## src/ssr_pkg.sv

```systemverilog
package ssr_pkg;
    // Setting register numbers on the parameter port
    localparam logic [15:0] REG_FREQ_SRC  = 16'h0180;
    localparam logic [15:0] REG_RUN_SRC   = 16'h0181;
    localparam logic [15:0] REG_STATUS    = 16'h0020;
    localparam logic [15:0] REG_REF_BASE  = 16'h0280;
    localparam logic [15:0] REG_MF_BASE   = 16'h0400;
    localparam logic [15:0] REG_AN3_FUNC  = 16'h0410;
    localparam logic [15:0] REG_AN2_FUNC  = 16'h0411;
    // Reset values
    localparam logic [15:0] FREQ_SRC_RST  = 16'h0001;
    localparam logic [15:0] RUN_SRC_RST   = 16'h0001;
    localparam logic [15:0] AN_UNUSED     = 16'h001f;
    localparam logic [15:0] AN2_FUNC_RST  = 16'h0000;
    // Upper legal codes
    localparam logic [15:0] FREQ_SRC_MAX  = 16'h0004;
    localparam logic [15:0] RUN_SRC_MAX   = 16'h0003;
    // Frequency source codes
    localparam logic [15:0] FSRC_ANALOG   = 16'h0001;
    // Analog function codes
    localparam logic [15:0] AN_AUX_ONE    = 16'h0002;
    localparam logic [15:0] AN_AUX_TWO    = 16'h0003;
    // Multi-function input codes
    localparam logic [7:0]  MF_THREE_WIRE = 8'h00;
    localparam logic [7:0]  MF_STEP_ONE   = 8'h03;
    localparam logic [7:0]  MF_STEP_TWO   = 8'h04;
    localparam logic [7:0]  MF_STEP_THREE = 8'h05;
    localparam logic [7:0]  MF_JOG       = 8'h06;
    localparam logic [7:0]  MF_UNUSED     = 8'h0f;
    // Factory slots: S3..S12 map to slots 0..9
    localparam int          SLOT_STEP_ONE   = 2;
    localparam int          SLOT_STEP_TWO   = 3;
    localparam int          SLOT_JOG        = 4;
    localparam int          SLOT_STEP_THREE = 6;
    localparam int          SLOT_INIT_DIR   = 0;
    // Stored reference slots
    localparam int          NUM_REFS = 17;
    localparam int          JOG_SLOT = 16;
    localparam logic [4:0]  JOG_STEP = 5'h09;
    localparam logic [4:0]  STEP_BASE = 5'h01;
    // Run command sources
    typedef enum logic [1:0] {
        SSR_SRC_KEYPAD,
        SSR_SRC_TERMINAL,
        SSR_SRC_SERIAL,
        SSR_SRC_OPTION
    } ssr_src_e;
endpackage

```

## src/ssr_cmd_select.sv

```systemverilog
`timescale 1ns/100ps
// Contract
// - Nine steps: eight stored plus jog
// - Step inputs form binary index, refs 1-8
// - All off selects reference one or master
// - Step one: analog one when source is 1
// - Step two: analog three when function 2
// - Step three: analog two when function 3
// - Jog select overrides all step inputs
// - Inputs assignable by code, factory defaults set
// - Refuse equal analog two and three functions
// - Run source 0-3, factory value 1
// - Keypad source takes keypad run commands
// - Two-wire unless direction function assigned
// - Two-wire: run while forward or reverse alone on, both on is stop
// - Code 0 enables three-wire with direction input
// - Three-wire initialize sets input three direction
// - Three-wire run pulse latched internally
// - Frequency source accepts 0 to 4
module ssr_cmd_select #(
    parameter int NUM_MF = 10,
    parameter int DW     = 16
) (
    input  wire logic          clk_sys_i,
    input  wire logic          nrst_i,
    input  wire logic          par_wr_i,
    input  wire logic [15:0]   par_addr_i,
    input  wire logic [15:0]   par_wdata_i,
    output logic      [15:0]   par_rdata_o,
    input  wire logic          initialize_select_i,
    input  wire logic          forward_run_pin_i,
    input  wire logic          reverse_stop_pin_i,
    input  wire logic [NUM_MF-1:0] mf_pin_i,
    input  wire logic [DW-1:0] first_analog_input_i,
    input  wire logic [DW-1:0] second_analog_input_i,
    input  wire logic [DW-1:0] third_analog_input_i,
    input  wire logic          key_run_i,
    input  wire logic          key_stop_i,
    input  wire logic          key_jog_i,
    input  wire logic          key_rev_i,
    input  wire logic          serial_run_i,
    input  wire logic          serial_rev_i,
    input  wire logic          option_run_i,
    input  wire logic          option_rev_i,
    output logic [DW-1:0]      sel_freq_o,
    output logic [4:0]         sel_step_o,
    output logic               run_fwd_o,
    output logic               run_rev_o,
    output logic               three_wire_o
);
    logic [15:0]   freq_src_r;
    logic [15:0]   run_src_r;
    logic [15:0]   an3_func_r;
    logic [15:0]   an2_func_r;
    logic [DW-1:0] ref_mem [ssr_pkg::NUM_REFS];
    logic [7:0]    mf_func_r [NUM_MF];
    logic          key_latch_r;
    logic          wire3_latch_r;
    logic [DW-1:0] sel_freq_r;
    logic [4:0]    sel_step_r;
    logic          run_fwd_r;
    logic          run_rev_r;
    logic          three_wire_r;
    logic [15:0]   par_rdata_r;

    // Per-input function decode
    logic [NUM_MF-1:0] hit_s1;
    logic [NUM_MF-1:0] hit_s2;
    logic [NUM_MF-1:0] hit_s3;
    logic [NUM_MF-1:0] hit_jog;
    logic [NUM_MF-1:0] hit_dir;
    logic [NUM_MF-1:0] is_dir;
    genvar g;
    generate
        for (g = 0; g < NUM_MF; g++) begin : g_mf
            assign hit_s1[g]  = mf_pin_i[g] && mf_func_r[g] == ssr_pkg::MF_STEP_ONE;
            assign hit_s2[g]  = mf_pin_i[g] && mf_func_r[g] == ssr_pkg::MF_STEP_TWO;
            assign hit_s3[g]  = mf_pin_i[g] && mf_func_r[g] == ssr_pkg::MF_STEP_THREE;
            assign hit_jog[g] = mf_pin_i[g] && mf_func_r[g] == ssr_pkg::MF_JOG;
            assign is_dir[g]  = mf_func_r[g] == ssr_pkg::MF_THREE_WIRE;
            assign hit_dir[g] = mf_pin_i[g] && is_dir[g];
        end
    endgenerate

    // Step index and reference selection, evaluated every cycle
    wire         step_one_pin   = |hit_s1;
    wire         step_two_pin   = |hit_s2;
    wire         step_three_pin = |hit_s3;
    wire         src_keypad     = run_src_r[1:0] == ssr_pkg::SSR_SRC_KEYPAD;
    wire         jog_on         = (|hit_jog) || (src_keypad && key_jog_i);
    wire [2:0]   step_idx       = {step_three_pin, step_two_pin, step_one_pin};
    wire [4:0]   step_nxt       = jog_on ? ssr_pkg::JOG_STEP
                                         : 5'({2'h0, step_idx}) + ssr_pkg::STEP_BASE;
    wire         an1_sel = freq_src_r == ssr_pkg::FSRC_ANALOG;
    wire         an3_sel = an3_func_r == ssr_pkg::AN_AUX_ONE;
    wire         an2_sel = an2_func_r == ssr_pkg::AN_AUX_TWO;
    wire [DW-1:0] stored = ref_mem[step_idx];
    wire [DW-1:0] freq_nxt =
        jog_on                      ? ref_mem[ssr_pkg::JOG_SLOT] :
        (step_idx == 3'h0 && an1_sel) ? first_analog_input_i :
        (step_idx == 3'h1 && an3_sel) ? third_analog_input_i :
        (step_idx == 3'h2 && an2_sel) ? second_analog_input_i : stored;

    // Run command decode
    wire three_wire = |is_dir;
    wire dir_rev    = |hit_dir;
    // Three-wire: run pin is a run pulse, stop pin closed means no stop
    wire w3_set   = forward_run_pin_i && reverse_stop_pin_i;
    wire w3_clr   = !reverse_stop_pin_i || !three_wire;
    wire w3_nxt   = w3_clr ? 1'b0 : (w3_set ? 1'b1 : wire3_latch_r);
    wire w3_run   = w3_set || wire3_latch_r;
    // Two-wire: both pins on counts as stop
    wire w2_fwd   = forward_run_pin_i && !reverse_stop_pin_i;
    wire w2_rev   = reverse_stop_pin_i && !forward_run_pin_i;
    wire term_fwd = three_wire ? (w3_run && reverse_stop_pin_i && !dir_rev) : w2_fwd;
    wire term_rev = three_wire ? (w3_run && reverse_stop_pin_i && dir_rev) : w2_rev;
    // Keypad: run key latches, stop key wins, jog key runs while held
    wire key_nxt  = src_keypad && !key_stop_i && (key_run_i || key_latch_r);
    wire key_go   = (key_run_i || key_latch_r || key_jog_i) && !key_stop_i;
    logic run_on;
    logic run_back;
    always_comb begin
        run_on   = 1'b0;
        run_back = 1'b0;
        case (ssr_pkg::ssr_src_e'(run_src_r[1:0]))
            ssr_pkg::SSR_SRC_KEYPAD: begin
                run_on   = key_go;
                run_back = key_rev_i;
            end
            ssr_pkg::SSR_SRC_TERMINAL: begin
                run_on   = term_fwd || term_rev;
                run_back = term_rev;
            end
            ssr_pkg::SSR_SRC_SERIAL: begin
                run_on   = serial_run_i;
                run_back = serial_rev_i;
            end
            ssr_pkg::SSR_SRC_OPTION: begin
                run_on   = option_run_i;
                run_back = option_rev_i;
            end
            default: begin
                run_on   = 1'b0;
                run_back = 1'b0;
            end
        endcase
    end

    // Parameter port write qualification
    wire wr_fsrc = par_wr_i && par_addr_i == ssr_pkg::REG_FREQ_SRC
                   && par_wdata_i <= ssr_pkg::FREQ_SRC_MAX;
    wire wr_rsrc = par_wr_i && par_addr_i == ssr_pkg::REG_RUN_SRC
                   && par_wdata_i <= ssr_pkg::RUN_SRC_MAX;
    wire wr_an3  = par_wr_i && par_addr_i == ssr_pkg::REG_AN3_FUNC
                   && par_wdata_i != an2_func_r;
    wire wr_an2  = par_wr_i && par_addr_i == ssr_pkg::REG_AN2_FUNC
                   && par_wdata_i != an3_func_r;
    wire [15:0] ref_off = par_addr_i - ssr_pkg::REG_REF_BASE;
    wire [15:0] mf_off  = par_addr_i - ssr_pkg::REG_MF_BASE;
    wire ref_hit = par_addr_i >= ssr_pkg::REG_REF_BASE
                   && ref_off < 16'(ssr_pkg::NUM_REFS);
    wire mf_hit  = par_addr_i >= ssr_pkg::REG_MF_BASE && mf_off < 16'(NUM_MF);

    // Read-back mux, unmapped numbers read zero
    wire [15:0] status = {11'h0, three_wire_r, key_latch_r, wire3_latch_r,
                          run_rev_r, run_fwd_r};
    wire [15:0] rd_nxt =
        par_addr_i == ssr_pkg::REG_FREQ_SRC ? freq_src_r :
        par_addr_i == ssr_pkg::REG_RUN_SRC  ? run_src_r :
        par_addr_i == ssr_pkg::REG_AN3_FUNC ? an3_func_r :
        par_addr_i == ssr_pkg::REG_AN2_FUNC ? an2_func_r :
        par_addr_i == ssr_pkg::REG_STATUS   ? status :
        ref_hit ? 16'(ref_mem[ref_off[4:0]]) :
        mf_hit  ? {8'h0, mf_func_r[mf_off[3:0]]} : 16'h0000;

    // Source and analog function settings
    always_ff @(posedge clk_sys_i or negedge nrst_i) begin
        if (!nrst_i) begin
            freq_src_r <= ssr_pkg::FREQ_SRC_RST;
            run_src_r  <= ssr_pkg::RUN_SRC_RST;
            an3_func_r <= ssr_pkg::AN_UNUSED;
            an2_func_r <= ssr_pkg::AN2_FUNC_RST;
        end else begin
            if (wr_fsrc) freq_src_r <= par_wdata_i;
            if (wr_rsrc) run_src_r <= par_wdata_i;
            if (wr_an3) an3_func_r <= par_wdata_i;
            if (wr_an2) an2_func_r <= par_wdata_i;
        end
    end

    // Stored references, no reset needed for the data words
    always_ff @(posedge clk_sys_i) begin
        if (par_wr_i && ref_hit) ref_mem[ref_off[4:0]] <= par_wdata_i[DW-1:0];
    end

    // Input function table with factory placement
    generate
        for (g = 0; g < NUM_MF; g++) begin : g_func
            localparam logic [7:0] DEF =
                g == ssr_pkg::SLOT_STEP_ONE   ? ssr_pkg::MF_STEP_ONE :
                g == ssr_pkg::SLOT_STEP_TWO   ? ssr_pkg::MF_STEP_TWO :
                g == ssr_pkg::SLOT_STEP_THREE ? ssr_pkg::MF_STEP_THREE :
                g == ssr_pkg::SLOT_JOG        ? ssr_pkg::MF_JOG : ssr_pkg::MF_UNUSED;
            always_ff @(posedge clk_sys_i or negedge nrst_i) begin
                if (!nrst_i) begin
                    mf_func_r[g] <= DEF;
                end else if (initialize_select_i && g == ssr_pkg::SLOT_INIT_DIR) begin
                    mf_func_r[g] <= ssr_pkg::MF_THREE_WIRE;
                end else if (par_wr_i && mf_hit && mf_off[3:0] == 4'(g)) begin
                    mf_func_r[g] <= par_wdata_i[7:0];
                end
            end
        end
    endgenerate

    // Latches and registered outputs
    always_ff @(posedge clk_sys_i or negedge nrst_i) begin
        if (!nrst_i) begin
            key_latch_r   <= 1'b0;
            wire3_latch_r <= 1'b0;
            sel_freq_r    <= '0;
            sel_step_r    <= ssr_pkg::STEP_BASE;
            run_fwd_r     <= 1'b0;
            run_rev_r     <= 1'b0;
            three_wire_r  <= 1'b0;
            par_rdata_r   <= 16'h0000;
        end else begin
            key_latch_r   <= key_nxt;
            wire3_latch_r <= w3_nxt;
            sel_freq_r    <= freq_nxt;
            sel_step_r    <= step_nxt;
            run_fwd_r     <= run_on && !run_back;
            run_rev_r     <= run_on && run_back;
            three_wire_r  <= three_wire;
            par_rdata_r   <= rd_nxt;
        end
    end

    assign sel_freq_o   = sel_freq_r;
    assign sel_step_o   = sel_step_r;
    assign run_fwd_o    = run_fwd_r;
    assign run_rev_o    = run_rev_r;
    assign three_wire_o = three_wire_r;
    assign par_rdata_o  = par_rdata_r;

    // Checks
    jog_priority_a: assert property (@(posedge clk_sys_i) disable iff (!nrst_i)
        jog_on |=> sel_step_o == ssr_pkg::JOG_STEP
                   && sel_freq_o == $past(ref_mem[ssr_pkg::JOG_SLOT]))
        else $error("jog not selected");
    step_index_a: assert property (@(posedge clk_sys_i) disable iff (!nrst_i)
        !jog_on |=> sel_step_o == 5'($past(step_idx)) + ssr_pkg::STEP_BASE)
        else $error("step index wrong");
    step_one_an_a: assert property (@(posedge clk_sys_i) disable iff (!nrst_i)
        (!jog_on && step_idx == 3'h0 && an1_sel)
        |=> sel_freq_o == $past(first_analog_input_i))
        else $error("analog one not used");
    step_two_an_a: assert property (@(posedge clk_sys_i) disable iff (!nrst_i)
        (!jog_on && step_idx == 3'h1)
        |=> sel_freq_o == ($past(an3_sel) ? $past(third_analog_input_i) : $past(ref_mem[1])))
        else $error("step two source wrong");
    step_three_an_a: assert property (@(posedge clk_sys_i) disable iff (!nrst_i)
        (!jog_on && step_idx == 3'h2 && an2_sel)
        |=> sel_freq_o == $past(second_analog_input_i))
        else $error("analog two not used");
    an_func_diff_a: assert property (@(posedge clk_sys_i) disable iff (!nrst_i)
        an3_func_r != an2_func_r)
        else $error("analog functions equal");
    run_src_range_a: assert property (@(posedge clk_sys_i) disable iff (!nrst_i)
        run_src_r <= ssr_pkg::RUN_SRC_MAX && freq_src_r <= ssr_pkg::FREQ_SRC_MAX)
        else $error("source out of range");
    two_wire_fwd_a: assert property (@(posedge clk_sys_i) disable iff (!nrst_i)
        (run_src_r == ssr_pkg::RUN_SRC_RST && !three_wire && w2_fwd) |=> run_fwd_o && !run_rev_o)
        else $error("two-wire forward lost");
    latch_hold_a: assert property (@(posedge clk_sys_i) disable iff (!nrst_i)
        (three_wire && w3_set ##1 (three_wire && reverse_stop_pin_i)[*2])
        |-> wire3_latch_r)
        else $error("run pulse not held");
    stop_clear_a: assert property (@(posedge clk_sys_i) disable iff (!nrst_i)
        (three_wire && !reverse_stop_pin_i) |=> !wire3_latch_r)
        else $error("stop did not clear");
    init_dir_a: assert property (@(posedge clk_sys_i) disable iff (!nrst_i)
        initialize_select_i |=> three_wire ##1 three_wire_o)
        else $error("initialize missed");
    step_one_ref_a: assert property (@(posedge clk_sys_i) disable iff (!nrst_i)
        (!jog_on && step_idx == 3'h0 && !an1_sel)
        |=> sel_freq_o == $past(ref_mem[0]))
        else $error("reference one not used");
    step_three_ref_a: assert property (@(posedge clk_sys_i) disable iff (!nrst_i)
        (!jog_on && step_idx == 3'h2 && !an2_sel)
        |=> sel_freq_o == $past(ref_mem[2]))
        else $error("reference three not used");
    two_wire_rev_a: assert property (@(posedge clk_sys_i) disable iff (!nrst_i)
        (run_src_r == ssr_pkg::RUN_SRC_RST && !three_wire && w2_rev)
        |=> run_rev_o && !run_fwd_o)
        else $error("two-wire reverse lost");
    keypad_stop_a: assert property (@(posedge clk_sys_i) disable iff (!nrst_i)
        (src_keypad && key_stop_i) |=> !run_fwd_o && !run_rev_o && !key_latch_r)
        else $error("keypad stop ignored");
    three_wire_dir_a: assert property (@(posedge clk_sys_i) disable iff (!nrst_i)
        (run_src_r == ssr_pkg::RUN_SRC_RST && three_wire && wire3_latch_r
         && reverse_stop_pin_i && dir_rev) |=> run_rev_o && !run_fwd_o)
        else $error("three-wire reverse lost");
endmodule

```

## config.mk

```make
export PLATFORM = sky130hd
export DESIGN_NAME = ssr_cmd_select
export DESIGN_NICKNAME = d
export VERILOG_FILES = /design/src/ssr_pkg.sv /design/src/ssr_cmd_select.sv
export SDC_FILE = /design/constraint.sdc
export NUM_CORES = 1
export LEC_CHECK = 0
export ABC_CLOCK_PERIOD_IN_PS = 6400
export BUFFER_PORTS_ARGS = -buffer_cell sky130_fd_sc_hd__buf_2
export CORE_MARGIN = 10
export CORE_UTILIZATION = 34
export CTS_CLUSTER_DIAMETER = 50
export CTS_CLUSTER_SIZE = 14
export DETAILED_ROUTE_END_ITERATION = 16
export GPL_TIMING_DRIVEN = 0
export PLACE_DENSITY = 0.61
export SETUP_SLACK_MARGIN = 0.5
export SKIP_LAST_GASP = 1
export SYNTH_ARGS = -nofsm -noshare
export SYNTH_HDL_FRONTEND = slang
export SYNTH_SLANG_ARGS = --single-unit
```

## constraint.sdc

```tcl
create_clock -name clk_sys_i -period 6.4 [get_ports clk_sys_i]
set_input_delay 1.92 -clock clk_sys_i [delete_from_list [all_inputs] [get_ports clk_sys_i]]
set_output_delay 1.92 -clock clk_sys_i [all_outputs]
set_load 0.05 [all_outputs]
```

; ---- Word level (Yosys, flattened, before mapping)
; Memory sizes are Yosys's and may differ from the RTL's.
; Cells that the tools add are included.
[classes]
n_reduce_logical = 120
magnitude_cmp = 7
eq_ne = 64
bitwise = 1
addsub = 3
n_mux = 25
[op_table]
columns = operator, count
row1 = $eq 8x3->1 const B, 30
row2 = $mux 16, 10
row3 = $logic_and 1x1->1, 87
row4 = $eq 8x2->1 const B, 10
row5 = $logic_not 8->1, 10
row6 = $reduce_or 10->1, 6
row7 = $mux 8, 5
row8 = $bmux 8 s4, 1
row9 = $eq 16x11->1 const B, 2
row10 = $eq 16x2->1 const B, 2
row11 = $eq 16x9->1 const B, 2
row12 = $ne 16x16->1, 2
row13 = $eq 16x1->1 const B, 1
row14 = $eq 16x6->1 const B, 1
row15 = $eq 4x3->1 const B, 4
row16 = $ge 16x10->1 const B, 1
row17 = $ge 16x11->1 const B, 1
row18 = $le 16x2->1 const B, 1
row19 = $le 16x3->1 const B, 1
row20 = $lt 16x4->1 const B, 1
row21 = $lt 16x5->1 const B, 1
row22 = $sub 16x10->16 const B, 1
row23 = $sub 16x11->16 const B, 1
row24 = $eq 4x2->1 const B, 2
row25 = other kinds (18), 37
[word_totals]
wordCells = 243
register_bits = 185
mem_bits_rw = 272
mem_count = 1
inputBits = 104
output_inout_bits = 40
[mem_list]
columns = memory, depth, word_bits, rd, rd_ports_with_merged_regs, wr, line
row1 = ref_mem, 17, 16, 3, 0, 1, ssr_cmd_select.sv:55  ; logic [DW-1:0] ref_mem [ssr_pkg::NUM_REFS];

; ---- Logic depth before layout (Yosys ltp)
[depth]
word_depth = 12
mapped_depth = 17
mapped_depth_nobuf = 14

; ---- Worst setup path after synthesis
; Ideal clock, no wire load.
[synth_timing]
kind = input -> register
start = input port par_addr_i[1]
end = memory ref_mem[4][0] (enable)
t_arrival_ps = 4891
path_slack_ps = 1100
setup_ps = 409
cell_stages = 10
n_path_buf = 4
t_required_ps = 5991
path_cell_list = buf_2 buf_2 buf_1 nor2_1 nand2_1 a211oi_1 o21ai_0 clkbuf_1 or2_2 nor3_1
[synth_via]
elab_chain_cells = 6
word_cells_on_any_way = 7
cone_classes = add/sub (1) / order compare (2) / mux (2) / reduce/logical (2)
[synth_rtl]
columns = element, line
row1 = start: declaration, ssr_cmd_select.sv:27  ; input wire logic [15:0] par_addr_i,
row2 = $sub 16x10->16, ssr_cmd_select.sv:158  ; wire [15:0] ref_off = par_addr_i - ssr_pkg::REG_REF_BASE;
row3 = $lt 16x5->1, ssr_cmd_select.sv:161  ; && ref_off < 16'(ssr_pkg::NUM_REFS);
row4 = $logic_and 1x1->1, ssr_cmd_select.sv:161
row5 = $logic_and 1x1->1, ssr_cmd_select.sv:193  ; if (par_wr_i && ref_hit) ref_mem[ref_off[4:0]] <= par_wdata_i[DW-1:0];
row6 = $mux 1, ssr_cmd_select.sv:193
row7 = $mux 1 (not written as such), ssr_cmd_select.sv:193
row8 = end: declaration, ssr_cmd_select.sv:55
; Parallel ways exist; a longest one is shown, timed or not.

; ---- Final worst setup path
[layout_timing]
start = input port mf_pin_i[3]
end = register sel_freq_r[5], in the netlist sel_freq_o[5]
[layout_via]
elab_chain_cells = 8
word_cells_on_any_way = 20
cone_classes = eq/ne (2) / mux (4) / reduce/logical (13) / memory (1)
[layout_rtl]
columns = element, line
row1 = start: declaration, ssr_cmd_select.sv:33  ; input wire logic [NUM_MF-1:0] mf_pin_i,
row2 = branches (longest 7 deep; another with $mem_v2 17x16), n/a
row3 = $mux 16 *, ssr_cmd_select.sv:99  ; jog_on ? ref_mem[ssr_pkg::JOG_SLOT] :
row4 = net freq_nxt[5], ssr_cmd_select.sv:98  ; wire [DW-1:0] freq_nxt =
row5 = end signal: assignment, ssr_cmd_select.sv:230  ; sel_freq_r <= freq_nxt;
row6 = end: declaration, ssr_cmd_select.sv:59  ; logic [DW-1:0] sel_freq_r;
; Mark *: on every way through the listed nets, which the timed path passes.
; A chain may end at the register's enable or synchronous reset.

==> metrics.md <==
| Metric | Value |
|---|---|
| TritonCTS Sinks | 457 |
| Drt wl/cell | 27.3 um |
| Top cell by count, worst path | clkbuf_2 |
| CP delay by family, top | simple AND/OR/NAND/NOR gates |
| Slew margin rel. | 12.8% |
| Ys async rst share | 40.5% |
| WHS | 489 ps |
| Final Skew | 33.5 ps |
| Cell internal pwr | 4620 uW |
| Worst path bufs/invs | 4 |
| Antenna-violating nets left | 0 |
| Dpl cell area | 23600 um^2 |
| Starting Density | 34.2% |
| WL final | 70.2 mm |
| DRT iter0 DRCs | 1660 |
| Area of the multi-input gates | 8310 um^2 |
| Clk pwr share | 42.8% |
| Tot GR Track Use | 18.6% |
| Worst slew pin tran | 1300 ps |
| Nets | 1810 |
| Worst Path Max Fanout | 11 |
| Post-Synth XOR/XNOR Area | 1.42% |
| HP Class | flip-flop to flip-flop |
| Final Instance Area | 25100 um^2 |
| Max Cap Viol | 0 |
| Row count | 92 |
| Final hold vios | 0 |
| Top-count cell post-synth | edfxtp_1 |
| Via density | 5.74 |
| Core Area | 63000 um^2 |
| H-tree Lvls | 2 |
| Most area-consuming cells after synthesis | edfxtp_1, dfrtp_1, mux4_2, mux2_2, dfstp_2 |
| F_max | 172 MHz |
| Die Wd | 272 um |
| Flops & latches, synth | 457 |
| Drt drc | 0 |
| Port bufs | 139 |
| Ys Warns | 0 |
| P_sw | 1420 uW |
| Pin count of the biggest net entering global routing | 103 |
| I/O pin total | 144 |
| Leak Pwr | 0.00962 uW |
| Final HPWL DP | 53.3 mm |
| Leading area contributor after synthesis | edfxtp_1 |
| Clk root buf | clkbuf_16 |
| WS Path Type | input pin to flip-flop |
| Vias in the first global route | 14.9k |
| Worst Path Required | 6840 ps |
| CP Launch Type | input pin |
| Post-synth top cells | edfxtp_1, dfrtp_1, mux2_2, mux4_2, nor2_1 |
| Initial antenna violation count | 13 |
| Crit path DAT | 6240 ps |
| Max Slew Vio Count | 0 |
| Synth Area in Simple Gates | 10.4% |
| Pwr/cell area | 241 nW/um^2 |
| Sequential share of power | 51.8% |
| Logic pwr share | 5.4% |
| Reg clk slew, reported paths | 60 ps |
| Post-Syn Area per Cell | 14.4 um^2 |
| Placer Congestion | 0.947 |
| Distinct cells, synth | 72 |
| Crit path time final | 5800 ps |
| Period utilization | 90.6% |
| Number of synthesized flops with an enable pin | 272 |
| CP max stage delay | 480 ps |
| Slowest stage cell on the critical path | a311oi_1 |
| Die height | 272 um |
| Syn_nets | 1607 |
| Seq/Total Area, Yosys | 59.6% |
| Total CTS buffers | 45 |
| Grt ovf | 0 |
| Peak supply drop | 0.170 mV |
| Synth Cell Area | 21500 um^2 |
| First-pass GRT wire length | 103 mm |
| RSZ-0062 raised after global routing | false |
| Synth-to-layout area growth | 16.4% |
| CP Capture Type | flip-flop |
| DRT Pass-1 Iters | 5 |
| Critical Path, Cell by Cell | buf_2, and3b_1, and4b_1, nor4_1, nand4b_1, inv_2, clkbuf_2, ha_1, nor4b_1, nand4_1, nand3_1, clkbuf_2, o22ai_1, a311oi_1, a21oi_1 |
| CTS tree | yes |
| Synthesized instance count | 1497 |
| Sw frac | 23.6% |
| Share of Yosys cell area claimed by the top area cell type | 37.9% |
| Status | finished clean |
| Final Util | 39.8% |
| Setup Viol. Count Final | 0 |
| Synth Area in Compound Gates | 6.35% |
| Mux cell area share after synthesis | 19.7% |
| Die area | 73900 um^2 |
| Worst-skew pair later-pin latency | 600 ps |
| CTS Buffer Depth | 3 |
| Fraction of layout cells with a size suffix above 1 | 31.4% |
| Most used DFF post-synth | edfxtp_1 |
| Vias | 14.8k |
| Largest family of logic cells by synthesized area | multiplexers |
| Synth Area in Adders | 0.348% |
| Fill cell count | 5890 |
| Reg area | 12800 um^2 |
| Diodes inserted | 0 |
-- metal layers --
layer | vias up | global-route usage (%) | wire [um]
met5 | - | 0 | 143
met2 | 685 | 29.7 | 32700
met3 | 142 | 4.04 | 5740
met4 | 24 | 5.98 | 2270
li1 | 6301 | - | -
met1 | 7629 | 24.9 | 29400
-- flip-flops by register name, summed over array words and instances, names as in the netlist, 4 cells and up --
register / count
par_rdata_o: 16
freq_src_r: 16
run_src_r: 16
mf_func_r: 80
sel_step_o: 4
sel_freq_o: 16
an3_func_r: 16
an2_func_r: 16
ref_mem: 272
-- power by group through the flow --
stage | clock network (uW) | registers (uW) | logic [uW]
2_1_floorplan | 0 | 3190 | 138
3_3_place_gp | 0 | 3190 | 314
3_5_place_dp | 0 | 3190 | 324
4_1_cts | 2640 | 3130 | 324
5_1_grt | 2750 | 3130 | 346
6_report | 2590 | 3130 | 324
-- repair_timing --
item | 4_1_cts | 5_1_grt
resized for setup | 4 | 3
setup buffers | 0 | 0
pin swaps | 0 | 1
hold buffers | 0 | 0
gates cloned | 0 | 0
endpoints found under the setup margin | 9 | 3
-- layout make-up --
| type | count | area share, % |
|---|---|---|
| plain buffers | 84 | 1.52 |
| clock buffers | 56 | 4.86 |
| clock inverters | 18 | 0.793 |
| inverters | 24 | 0.359 |
| multi-input cells | 932 | 33.2 |
| flip-flops and latches | 457 | 51.2 |
| well taps | 846 | 4.22 |
| repair buffers | 156 | 3.87 |
-- layout by cell type, fill, tap and decap left out, types with 10 or more instances in the layout --
cell type  instances
o21a_1            10
nor4_1            32
a21oi_1           14
inv_1             22
dfstp_2           39
nand4_1           23
nor2_1            83
mux4_2            96
o211ai_1          10
o22ai_1           41
nor2b_1           26
mux2i_1           83
nor3_1            20
dfrtp_1          146
nand2_1           73
a221oi_1          13
a221o_1           11
mux2_2           111
nor2_2            13
clkbuf_16         46
buf_8             12
edfxtp_1         272
o21ai_0           25
xor2_1            32
nand3_1           47
buf_2            152
clkbuf_1          55
-- metrics by stage --
step / total power [uW] / setup WS, ps / instances / setup TNS (ps)
2_1_floorplan: 3330 / 1100 / 1497 / 0
3_3_place_gp: 3510 / -1070 / 2482 / -98200
3_5_place_dp: 3510 / -462 / 2499 / -2780
4_1_cts: 6090 / 646 / 2573 / 0
5_1_grt: 6230 / 503 / 2573 / 0
6_report: 6040 / 600 / 2573 / 0
-- final timing paths --
kind / start / to / slack, ps / cells after the start
worst max-delay path: mf_pin_i[3] / sel_freq_o[5] / 600 / 15
worst min-delay path: run_src_r[3] / run_src_r[3] / 490 / 1
worst max register to register: mf_func_r[60] / sel_freq_o[5] / 920 / 15
worst min register to register: run_src_r[3] / run_src_r[3] / 490 / 1
max in group asynchronous: nrst_i / sel_step_o[0] / 4100 / 2
min in group asynchronous: nrst_i / run_fwd_o / 1380 / 1
-- logic make-up after synthesis --
family,count (synthesis)
flip-flops,457
AO/OA/AOI/OAI,185
multiplexers,290
adder cells (fa/ha/maj),6
other,1
XOR/XNOR,35
buffers and inverters,108
AND/OR/NAND/NOR,415
Power figures use the tool's default switching activity.
